<file path="config.mk">
export PLATFORM = sky130hd
export DESIGN_NAME = sswa_core
export DESIGN_NICKNAME = d
export VERILOG_FILES = /design/src/verilog/sswa_pkg.sv /design/src/verilog/sswa_core.sv /design/src/verilog/sswa_sync.sv /design/src/verilog/sswa_shift.sv
export SDC_FILE = /design/constraint.sdc
export NUM_CORES = 1
export LEC_CHECK = 0
export BUFFER_PORTS_ARGS = -buffer_cell sky130_fd_sc_hd__buf_2
export CAP_MARGIN = 40
export CORE_ASPECT_RATIO = 1.4
export CORE_UTILIZATION = 50
export CTS_CLUSTER_SIZE = 30
export DETAILED_ROUTE_END_ITERATION = 6
export HOLD_SLACK_MARGIN = 0.02
export PLACE_DENSITY_LB_ADDON = 0.15
export SYNTH_ARGS = -nofsm -noshare
export SYNTH_HDL_FRONTEND = slang
export SYNTH_SLANG_ARGS = --single-unit
</file>
<file path="constraint.sdc">
create_clock -name ref_clk -period 2 [get_ports ref_clk]
set_input_delay 0.1 -clock ref_clk [delete_from_list [all_inputs] [get_ports ref_clk]]
set_output_delay 0.1 -clock ref_clk [all_outputs]
set_load 0.05 [all_outputs]
</file>
<file path="src/verilog/sswa_pkg.sv">
/*
 * Package for the serial shift, wait and acknowledge block: register
 * indices, field positions, reset values, codes and packed carriers.
 * Assumes a 32-bit Avalon-MM slave with word addressing.
 */
package sswa_pkg;

    localparam int          ADDR_W       = 4;
    localparam int          DATA_W       = 32;
    localparam int          SR_W         = 8;
    localparam int          CNT_W        = 4;

    // Register word indices; byte address is four times the index
    localparam logic [3:0]  IDX_BUFFER   = 4'h0;
    localparam logic [3:0]  IDX_CONFIG   = 4'h1;
    localparam logic [3:0]  IDX_STATUS   = 4'h2;
    localparam logic [3:0]  IDX_WAITACK  = 4'hE;

    // Wait and acknowledge control fields
    localparam int          WC_LO        = 0;
    localparam int          WC_HI        = 1;
    localparam int          WC_RELEASE   = 2;
    localparam int          WC_ACK       = 3;
    localparam logic [3:0]  WAITACK_RST  = 4'h0;

    // Configuration fields
    localparam int          CFG_BUS_MODE = 0;
    localparam int          CFG_TX_DIR   = 1;

    // Clock counter figures
    localparam logic [3:0]  CNT_ZERO     = 4'h0;
    localparam logic [3:0]  CNT_BYTE     = 4'h8;
    localparam logic [3:0]  CNT_BUS_TOP  = 4'h9;
    localparam logic [3:0]  CNT_SER_TOP  = 4'h8;

    typedef enum logic [1:0] {
        SSWA_WAIT_NONE,
        SSWA_WAIT_DATA,
        SSWA_WAIT_ACK,
        SSWA_WAIT_ADDR
    } sswa_wait_t;

    typedef enum {
        SSWA_BUS_IDLE,
        SSWA_BUS_ANSWER
    } sswa_bus_st_t;

    // Avalon-MM request as seen by the slave
    typedef struct packed {
        logic [ADDR_W-1:0] address;
        logic              read;
        logic              write;
        logic [DATA_W-1:0] writedata;
    } sswa_avs_req_t;

    // Open-drain or push-pull pin: level out and output enable
    typedef struct packed {
        logic out;
        logic oe;
    } sswa_pin_drv_t;

endpackage : sswa_pkg

</file>
<file path="src/verilog/sswa_core.sv">
/*
 * Serial shift, wait and acknowledge block with an Avalon-MM slave.
 * Assumes ref_clk at 25 MHz, the serial clock and data arriving as
 * asynchronous pins, and software keeping to the buffer access limits.
 */
// The Avalon-MM slave port is this design's own decision.
`timescale 1ns/1ns
// Function
// - Eight-bit shift register drives its top bit out after each clock fall.
// - Each clock rise samples the data pin into the bottom bit, shifting up.
// - Software loads and reads the shifter only through the data buffer.
// - Wait control bits 0 and 1 select the pause condition.
// - Writing 1 to bit 2 releases the wait and starts communication.
// - Bit 2 reads 0 while paused and 1 while communicating.
// - Writing 0 to bit 2 while running forces an immediate wait.
// - Bit 3 is the acknowledge: written for output, read for input.
// - Clock counter counts rises from 0, wraps after 9 bus, 8 serial.
module sswa_core (
    input  wire logic                         ref_clk,
    input  wire logic                         rst_b,
    input  wire logic [sswa_pkg::ADDR_W-1:0]  avs_address,
    input  wire logic                         avs_read,
    input  wire logic                         avs_write,
    input  wire logic [sswa_pkg::DATA_W-1:0]  avs_writedata,
    output logic      [sswa_pkg::DATA_W-1:0]  avs_readdata,
    output logic                              avs_waitrequest,
    input  wire logic                         scl_in,
    output logic                              scl_out,
    output logic                              scl_oe,
    input  wire logic                         sda_in,
    output logic                              sda_out,
    output logic                              sda_oe
);

    typedef struct packed {
        sswa_pkg::sswa_bus_st_t        bus;
        logic                          waitreq;
        logic [sswa_pkg::DATA_W-1:0]   rdata;
        logic [1:0]                    wait_sel;
        logic                          running;
        logic                          ack;
        logic                          bus_mode;
        logic                          tx_dir;
        logic                          hold_scl;
        logic                          started;
        logic [sswa_pkg::CNT_W-1:0]    count;
        logic                          scl_prev;
        logic                          sda_prev;
        sswa_pkg::sswa_pin_drv_t       sda_drv;
        sswa_pkg::sswa_pin_drv_t       scl_drv;
    } sswa_core_st_t;

    sswa_core_st_t                 st_reg;
    sswa_core_st_t                 st_next;
    sswa_pkg::sswa_avs_req_t       req;
    logic                          scl_lvl;
    logic                          sda_lvl;
    logic                          scl_rise;
    logic                          scl_fall;
    logic                          sda_fall;
    logic                          sr_load;
    logic                          sr_shift;
    logic [sswa_pkg::SR_W-1:0]     sr_data;
    logic [3:0]                    waitack_view;

    // Wrap point of the clock counter depends on the mode
    function automatic logic [sswa_pkg::CNT_W-1:0] cnt_top(input logic bus_mode);
        cnt_top = bus_mode ? sswa_pkg::CNT_BUS_TOP : sswa_pkg::CNT_SER_TOP;
    endfunction : cnt_top

    // Decide whether a clock fall at this count matches the wait code
    function automatic logic wait_hit(
        input logic [1:0]                 sel,
        input logic [sswa_pkg::CNT_W-1:0] cnt,
        input logic                       bus_mode,
        input logic                       started
    );
        case (sswa_pkg::sswa_wait_t'(sel))
            sswa_pkg::SSWA_WAIT_DATA: wait_hit = (cnt == sswa_pkg::CNT_BYTE);
            sswa_pkg::SSWA_WAIT_ACK:  wait_hit = bus_mode && (cnt == sswa_pkg::CNT_BUS_TOP);
            sswa_pkg::SSWA_WAIT_ADDR: wait_hit = started && (cnt == sswa_pkg::CNT_BYTE);
            default:                  wait_hit = 1'b0;
        endcase
    endfunction : wait_hit

    assign req.address   = avs_address;
    assign req.read      = avs_read;
    assign req.write     = avs_write;
    assign req.writedata = avs_writedata;

    // Pins from outside pass the three-stage filter before edge detection
    sswa_sync u_scl_sync (
        .ref_clk  (ref_clk),
        .rst_b    (rst_b),
        .async_in (scl_in),
        .level    (scl_lvl)
    );

    sswa_sync u_sda_sync (
        .ref_clk  (ref_clk),
        .rst_b    (rst_b),
        .async_in (sda_in),
        .level    (sda_lvl)
    );

    // Edges of the filtered lines
    assign scl_rise = scl_lvl && !st_reg.scl_prev;
    assign scl_fall = !scl_lvl && st_reg.scl_prev;
    assign sda_fall = !sda_lvl && st_reg.sda_prev && scl_lvl;

    // Buffer write presets the shifter; no other register write reaches its bits
    assign sr_load  = (st_reg.bus == sswa_pkg::SSWA_BUS_IDLE) && req.write
                      && (req.address == sswa_pkg::IDX_BUFFER);
    assign sr_shift = st_reg.running && scl_rise;

    sswa_shift u_shift (
        .ref_clk   (ref_clk),
        .rst_b     (rst_b),
        .load      (sr_load),
        .load_data (req.writedata[sswa_pkg::SR_W-1:0]),
        .shift     (sr_shift),
        .serial_in (sda_lvl),
        .data      (sr_data)
    );

    // Software view of the wait and acknowledge register
    assign waitack_view = {st_reg.ack, st_reg.running, st_reg.wait_sel};

    always_comb begin
        st_next          = st_reg;
        st_next.scl_prev = scl_lvl;
        st_next.sda_prev = sda_lvl;

        // Start condition: data falls while clock is high, counter restarts
        if (st_reg.bus_mode && sda_fall) begin
            st_next.started = 1'b1;
            st_next.count   = sswa_pkg::CNT_ZERO;
        end

        // Clock counter counts every rise of the clock pin, wraps per mode
        if (scl_rise) begin
            if (st_reg.count >= cnt_top(st_reg.bus_mode)) begin
                st_next.count = sswa_pkg::CNT_ZERO;
            end else begin
                st_next.count = st_reg.count + 4'h1;
            end
        end

        // On the falling clock present the next bit, and also pause if the wait code matches
        if (st_reg.running && scl_fall) begin
            if (wait_hit(st_reg.wait_sel, st_reg.count, st_reg.bus_mode,
                         st_reg.started)) begin
                st_next.running  = 1'b0;
                st_next.hold_scl = 1'b1;
                if (sswa_pkg::sswa_wait_t'(st_reg.wait_sel) == sswa_pkg::SSWA_WAIT_ADDR) begin
                    st_next.started = 1'b0;
                end
            end
            if (st_reg.bus_mode && (st_reg.count == sswa_pkg::CNT_BYTE)) begin
                // Ninth clock: receiver drives ack, transmitter lets go
                st_next.sda_drv.out = 1'b0;
                st_next.sda_drv.oe  = !st_reg.tx_dir && !st_reg.ack;
            end else if (st_reg.tx_dir) begin
                st_next.sda_drv.out = st_reg.bus_mode ? 1'b0 : sr_data[sswa_pkg::SR_W-1];
                st_next.sda_drv.oe  = st_reg.bus_mode ? !sr_data[sswa_pkg::SR_W-1]
                                                      : 1'b1;
            end else begin
                st_next.sda_drv.out = 1'b0;
                st_next.sda_drv.oe  = 1'b0;
            end
        end

        // Avalon slave: answer one cycle after the request appears
        case (st_reg.bus)
            sswa_pkg::SSWA_BUS_IDLE: begin
                if (req.read || req.write) begin
                    st_next.bus     = sswa_pkg::SSWA_BUS_ANSWER;
                    st_next.waitreq = 1'b0;
                    st_next.rdata   = '0;
                    if (req.read) begin
                        case (req.address)
                            sswa_pkg::IDX_BUFFER: begin
                                st_next.rdata[sswa_pkg::SR_W-1:0] = sr_data;
                            end
                            sswa_pkg::IDX_CONFIG: begin
                                st_next.rdata[sswa_pkg::CFG_BUS_MODE] = st_reg.bus_mode;
                                st_next.rdata[sswa_pkg::CFG_TX_DIR]   = st_reg.tx_dir;
                            end
                            sswa_pkg::IDX_STATUS: begin
                                st_next.rdata[sswa_pkg::CNT_W-1:0] = st_reg.count;
                            end
                            sswa_pkg::IDX_WAITACK: begin
                                st_next.rdata[3:0] = waitack_view;
                            end
                            default: begin
                                st_next.rdata = '0;
                            end
                        endcase
                    end else begin
                        case (req.address)
                            sswa_pkg::IDX_CONFIG: begin
                                st_next.bus_mode = req.writedata[sswa_pkg::CFG_BUS_MODE];
                                st_next.tx_dir   = req.writedata[sswa_pkg::CFG_TX_DIR];
                            end
                            sswa_pkg::IDX_WAITACK: begin
                                st_next.wait_sel = req.writedata[sswa_pkg::WC_HI:sswa_pkg::WC_LO];
                                st_next.ack      = req.writedata[sswa_pkg::WC_ACK];
                                if (req.writedata[sswa_pkg::WC_RELEASE]) begin
                                    st_next.running  = 1'b1;
                                    st_next.hold_scl = 1'b0;
                                end else if (st_reg.running) begin
                                    st_next.running  = 1'b0;
                                    st_next.hold_scl = 1'b1;
                                end
                            end
                            default: begin
                                st_next.bus_mode = st_reg.bus_mode;
                            end
                        endcase
                    end
                end
            end
            sswa_pkg::SSWA_BUS_ANSWER: begin
                st_next.bus     = sswa_pkg::SSWA_BUS_IDLE;
                st_next.waitreq = 1'b1;
            end
            default: begin
                st_next.bus     = sswa_pkg::SSWA_BUS_IDLE;
                st_next.waitreq = 1'b1;
            end
        endcase

        // Transmitter captures peer's ack on the ninth rise; beats a software write
        if (st_reg.running && scl_rise && st_reg.bus_mode && st_reg.tx_dir
            && (st_reg.count == sswa_pkg::CNT_BYTE)) begin
            st_next.ack = sda_lvl;
        end

        // Serial clock line pulled low only while paused
        st_next.scl_drv.out = 1'b0;
        st_next.scl_drv.oe  = st_next.hold_scl;
    end

    // Whole state resets to idle; wait register to its cleared value
    always_ff @(posedge ref_clk or negedge rst_b) begin
        if (!rst_b) begin
            st_reg          <= '0;
            st_reg.bus      <= sswa_pkg::SSWA_BUS_IDLE;
            st_reg.waitreq  <= 1'b1;
            st_reg.wait_sel <= sswa_pkg::WAITACK_RST[sswa_pkg::WC_HI:sswa_pkg::WC_LO];
            st_reg.running  <= sswa_pkg::WAITACK_RST[sswa_pkg::WC_RELEASE];
            st_reg.ack      <= sswa_pkg::WAITACK_RST[sswa_pkg::WC_ACK];
            st_reg.scl_prev <= 1'b1;
            st_reg.sda_prev <= 1'b1;
        end else begin
            st_reg <= st_next;
        end
    end

    // Every output comes straight from the state register
    assign avs_readdata    = st_reg.rdata;
    assign avs_waitrequest = st_reg.waitreq;
    assign scl_out         = st_reg.scl_drv.out;
    assign scl_oe          = st_reg.scl_drv.oe;
    assign sda_out         = st_reg.sda_drv.out;
    assign sda_oe          = st_reg.sda_drv.oe;

endmodule : sswa_core

</file>
<file path="src/verilog/sswa_sync.sv">
/*
 * Three-stage input synchroniser with agreement filter.
 * Assumes the input is asynchronous to ref_clk; the filtered level
 * moves only when the second and third stages agree.
 */
`timescale 1ns/1ns
module sswa_sync (
    input  wire logic ref_clk,
    input  wire logic rst_b,
    input  wire logic async_in,
    output logic      level
);

    typedef struct packed {
        logic s1;
        logic s2;
        logic s3;
        logic lvl;
    } sswa_sync_st_t;

    sswa_sync_st_t st_reg;
    sswa_sync_st_t st_next;

    // First stage feeds only the second; filter looks at stages two and three
    always_comb begin
        st_next     = st_reg;
        st_next.s1  = async_in;
        st_next.s2  = st_reg.s1;
        st_next.s3  = st_reg.s2;
        if (st_reg.s2 == st_reg.s3) begin
            st_next.lvl = st_reg.s3;
        end
    end

    // Idle bus lines rest high, so reset to high
    always_ff @(posedge ref_clk or negedge rst_b) begin
        if (!rst_b) begin
            st_reg <= '1;
        end else begin
            st_reg <= st_next;
        end
    end

    assign level = st_reg.lvl;

endmodule : sswa_sync

</file>
<file path="src/verilog/sswa_shift.sv">
/*
 * Eight-bit presettable shift register.
 * Assumes load and shift are one-cycle strobes in the ref_clk domain;
 * load wins if both arrive together.
 */
`timescale 1ns/1ns
module sswa_shift (
    input  wire logic                     ref_clk,
    input  wire logic                     rst_b,
    input  wire logic                     load,
    input  wire logic [sswa_pkg::SR_W-1:0] load_data,
    input  wire logic                     shift,
    input  wire logic                     serial_in,
    output logic      [sswa_pkg::SR_W-1:0] data
);

    typedef struct packed {
        logic [sswa_pkg::SR_W-1:0] sr;
    } sswa_shift_st_t;

    sswa_shift_st_t st_reg;
    sswa_shift_st_t st_next;

    // Preset from buffer, else shift upward with new bit in the bottom
    always_comb begin
        st_next = st_reg;
        if (load) begin
            st_next.sr = load_data;
        end else if (shift) begin
            st_next.sr = {st_reg.sr[sswa_pkg::SR_W-2:0], serial_in};
        end
    end

    always_ff @(posedge ref_clk or negedge rst_b) begin
        if (!rst_b) begin
            st_reg <= '0;
        end else begin
            st_reg <= st_next;
        end
    end

    assign data = st_reg.sr;

endmodule : sswa_shift

</file>
* After elaboration in Yosys (flattened, before gate mapping)
Index checks and enable logic that the tools add are counted.
W data, S select, Z words.
** Word-level totals
- Register bits after elaboration :: 73
- Bits in latches :: 0
- Bits in writable memories :: 0
- Bits in read-only memories :: 0
- Input port bits :: 42
- Memories kept :: 0
** Cells by class
- $add $sub $neg :: 1
- Multiply operators :: 0
- Divide/modulo/power cells :: 0
- Order comparisons :: 1
- Equality and inequality tests :: 12
- Shift operators :: 0
- Mux-type cells :: 34
- Bitwise gates (word level) :: 1
- Reductions and logical operators :: 35
** Operator list (number)
- $mux W72 :: 1
- $logic_not A32 Y1 :: 2
- $mux W33 :: 1
- $mux W8 :: 3
- $logic_and A1 B1 Y1 :: 16
- $mux W4 :: 4
- $mux W1 :: 15
- $eq A4 B4 Y1 const B :: 3
- $reduce_and A4 Y1 :: 3
- $mux W5 :: 2
- $reduce_bool A2 Y1 :: 5
- $mux W2 :: 4
- $pmux W2 S4 :: 1
- $mux W7 :: 1
- $logic_not A1 Y1 :: 6
- $pmux W2 S3 :: 1
- $add A4 B1 Y4 const B :: 1
- $eq A2 B2 Y1 const B :: 2
- $eq A4 B1 Y1 const B :: 1
- $eq A4 B2 Y1 const B :: 1
- $ge A4 B4 Y1 :: 1
- $logic_not A4 Y1 :: 1
- $pmux W1 S3 :: 1
- $eq A1 B1 Y1 :: 2
- 6 further kinds :: 6

* Depth between registers and ports, before layout
- Depth in word-level cells :: 15
- Mapped depth :: 6
- Mapped depth without buffers :: 6

* Modules after synthesis
Synthesis repeated with hierarchy kept, for this count alone.
** Unflattened totals
- Cells, all modules :: 218
- Area total of the unflattened synthesis :: 2253.4 um2
** By module, submodules not included
- sswa_core :: times used 1, cells an instance 174, area each 1647.8 um2, seq. area each 654.4 um2
- sswa_shift :: times used 1, cells an instance 34, area each 372.9 um2, seq. area each 200.2 um2
- sswa_sync :: times used 2, cells an instance 5, area each 116.4 um2, seq. area each 105.1 um2

* Worst setup path after synthesis
OpenSTA, ideal clock, no wires.
- Kind :: register to register
- Start point :: reg st_reg[51] (netlist bit)
- End point :: reg st_reg[14] (netlist bit)
- Setup time :: 0.125 ns
- Arrival :: 1.486 ns
- Data required time :: 1.875 ns
- Path slack :: 0.389 ns
- Stages on the path, launching flop included :: 5
- Period minus slack after synthesis :: 1.611 ns
- Path through :: dfrtp_1 -> nor3b_1 -> nand2_2 -> mux2_2 -> mux2_2
** Between the ends
- Cells in the longest elaborated chain, start to end :: 3
** Ends and longest elaborated chain
- start: declaration :: line sswa_core.sv:53 : sswa_core_st_t st_reg;
- start signal: assignment :: line sswa_core.sv:256 : st_reg <= st_next;
- $logic_not A32 Y1 :: line sswa_core.sv:174 : case (st_reg.bus)
- $reduce_bool A2 Y1 (no source line)
- $reduce_and A4 Y1 (no source line)
Every way passes these cells.
A chain may end at the register's enable or synchronous reset.

* Worst setup path after layout
- Start point :: reg st_reg[6] (netlist bit)
- End point :: reg st_reg[8] (netlist bit)
** Between the ends
- Cells in the longest elaborated chain, start to end :: 3
- Elaborated cells between the ends (all ways) :: 4
** Ends and longest elaborated chain
- $add A4 B1 Y4 / $ge A4 B4 Y1 (equally long branches) :: line sswa_core.sv:145, sswa_core.sv:142
- $mux W4 (*) :: line sswa_core.sv:142 : if (st_reg.count >= cnt_top(st_reg.bus_mode)) begin
- $mux W4 (*) :: line sswa_core.sv:141 : if (scl_rise) begin
Every way passes the cells marked *; elsewhere a longest branch is shown, timed or not.

==> metrics.txt <==
TritonCTS buffer count=5; Worst setup EP type=flip-flop; FMAX=587 MHz; H-tree depth=2; CP arrival=between 1.5 and 2 ns; Crit Reg-Reg Endpoint=st_reg[8]$_DFFE_PN0P_; post-synthesis mux area share=7.04%; WP data required=approximately 2.2 ns; worst setup path class=reg2reg; Hold Violations, Final=0; post-CTS setup buffers=0; YS warnings=0; crit path max fanout=7; worst reg-to-reg setup slack=between 0.2 and 0.3 ns; max_cap viols=0; Final nets=between 200 and 300; clock latency on the worst-skew pair=0.30 ns; largest family of logic cells by synthesized area=simple AND/OR/NAND/NOR gates; GRT Residual Overflow=0; cell family with most CP delay=simple AND/OR/NAND/NOR gates; initial antenna violation count=0; Synth Area in XOR/XNOR=0%; DR vias/cell=4.97; Leak=approximately 1.2 nW; Synth Area in Simple Gates=16.2%; number of synthesized flops with an enable pin=0; Period minus WS final=approximately 1.7 ns; Synth Register Bits=42; largest net degree at the start of global routing=37; Core Region=approximately 0.0043 mm^2; Worst path slowest cell=dfrtp_1; commonest cells in the netlist=33 x buf_4, 31 x dfrtp_1, 21 x nand2_1, 21 x o21ai_0, 11 x dfstp_2; hold_sp=avs_writedata[0]; PwrDens=roughly 1000 mW/mm^2; sequential share of the synthesized area=between 40% and 50%; PortBufs=29; relative slew slack=47.0%; synth top area cells=dfrtp_1 35%, dfstp_2 13%, buf_4 11%, o21ai_0 4.7%, mux2i_1 4.0%; Largest register FFs=14; CP bufs+invs=1; root buffer cell=clkbuf_8; Die H=between 80 and 90 um; area leader, netlist=dfrtp_1; Min Hold Slack=about 0.045 ns; Synth top area share=about a third; count leader, synth=buf_4; Worst-Margin Slew=slightly below 0.8 ns; worst-case reg-to-reg path depth=6; Post-synth top flop=dfrtp_1; Pwr Total=between 2 and 2.5 mW; RR Startpoint=st_reg[6]$_DFFE_PN0P_; status=finished clean; crit share post-route=between 80% and 90%; layout cells sized above 1=~25%; Ant. Diodes=0; Die Wd=about 59 um; final wirelength=between 4000 and 5000 um; Placer Congestion=slightly below 0.9; Fin Clk Skew=slightly below 0.006 ns; Hold Crit Class=in2reg; site row count=28; Ports=79; hold depth=3; Via Count=1,550; post-route ant nets=0; Sink Count=42; die area=approximately 0.0048 mm^2; RSZ-0062 raised after global routing=no; CP max stage delay=0.47 ns; Routed WL per cell=13.1 um; number of DRC markers in iteration 0=71; GR Util All Layers=between 10% and 20%; Worst setup SP type=flip-flop; Synth Area in Compound Gates=12.2%; Initial Util=roughly 52%; Max VDD drop=0.000437 V; Gate Count Post-Synth=approximately 220; setup TNS=0 ns; CP cell instances=inv_1, ha_1, nor4b_1, o21ai_1, nor3b_1, a21o_1; clk slew on worst S/H paths=~0.08 ns; vias in the first global route=1,476; Yosys cell types=42; Clock Tree Buf Depth=2; layout overhead on the synthesized area=10.8%; layer with the highest usage=met2; router iterations before antenna repair=4; Async S/R FF share, synth=100%; synthesized area per cell=around 10 um^2; CTS tree=done; Post-Synth Adder-Cell Area=between 3 and 4%; # DRC=0; met2 Resource Use GR=roughly 34%; fin. max-slew vios=0; Cell Area, Synth=0.00224 mm^2; met1 GRT Util=between 20% and 30%; # setup viols final=0; Worst Hold Path EP=u_shift.data[0]$_DFFE_PN0P_; global-route wire length before repair=6980 um; met3 Use GR=between 4 and 5%; HPWL after DPL=2970 um
## layout make-up
class	count	area, um^2
clock buffer	6	82.6
clock inverter	2	12.5
fill	410	1790
inverter	7	26.3
multi-input combinational	153	956
sequential	42	1060
tap	60	75.1
timing repair buffer	42	263
## worst register-to-register path, stage by stage (launching register included)
cell and delay (ns):
dfrtp_1 0.47, inv_1 0.10, ha_1 0.30, nor4b_1 0.29, o21ai_1 0.16, nor3b_1 0.22, a21o_1 0.10
## layout by cell type (no fill, tap or decap), drive strengths merged, types with 6 or more instances in the layout
cell         netlist  final
a21oi              7      7
buf               35     34
clkbuf             3      6
conb               1     25
dfrtp             31     31
dfstp             11     11
dlygate4sd3        0      8
inv                7      7
mux2               6      6
mux2i              9      9
nand2             22     22
nor2               8      8
o21ai             22     22
## worst max path at each step
stage,from,endpoint,slack (ns),depth (start not counted)
2_1_floorplan,st_reg[51]$_DFFE_PN0P_,st_reg[14]$_DFFE_PN0P_,0.39,4
4_1_cts,st_reg[6]$_DFFE_PN0P_,st_reg[8]$_DFFE_PN0P_,0.19,6
3_5_place_dp,st_reg[6]$_DFFE_PN0P_,st_reg[8]$_DFFE_PN0P_,0.22,6
5_1_grt,st_reg[6]$_DFFE_PN0P_,st_reg[8]$_DFFE_PN0P_,0.05,6
6_report,st_reg[6]$_DFFE_PN0P_,st_reg[8]$_DFFE_PN0P_,0.30,6
3_3_place_gp,st_reg[6]$_DFFE_PN0P_,st_reg[8]$_DFFE_PN0P_,0.23,6
## logic make-up (layout without fill, tap and decap cells)
| group | Yosys count | in the layout |
|---|---|---|
| simple gates | 62 | 62 |
| compound gates | 45 | 45 |
| buf+inv | 45 | 57 |
| flops | 42 | 42 |
| mux | 15 | 15 |
| fa+ha+maj | 6 | 6 |
| other cells | 1 | 25 |
## metrics by stage
stage	utilization (%)	worst slack, ns	cell area, um^2	std cells
5_1_grt	58.0	0.0457	2480	312
3_3_place_gp	53.9	0.227	2300	296
3_5_place_dp	53.9	0.218	2300	296
4_1_cts	58.0	0.193	2480	312
6_report	58.0	0.296	2480	312
2_1_floorplan	-	0.389	2330	240
## where the power goes
group          switching [mW]  internal (mW)  total, mW  leakage [nW]
Sequential              0.198           1.04       1.24         0.516
Combinational           0.375          0.231      0.607         0.639
Clock                   0.299          0.278      0.577        0.0472
## routing by layer
metal  up-vias  routed length (um)  share of wire, %
met5         -                   0                 0
met4         0                 120               2.9
met3        10                 164               4.0
met2        41                2100                51
met1       736                1710                42
li1        763                   -                 -
## what timing repair did
| item | 4_1_cts | 5_1_grt |
|---|---|---|
| hold buffers | 8 | 0 |
| endpoints found under the hold margin | 38 | 0 |
| endpoints found under the setup margin | 0 | 1 |
| resized for setup | 0 | 1 |
Note: power is estimated with default switching activity, not from simulation.
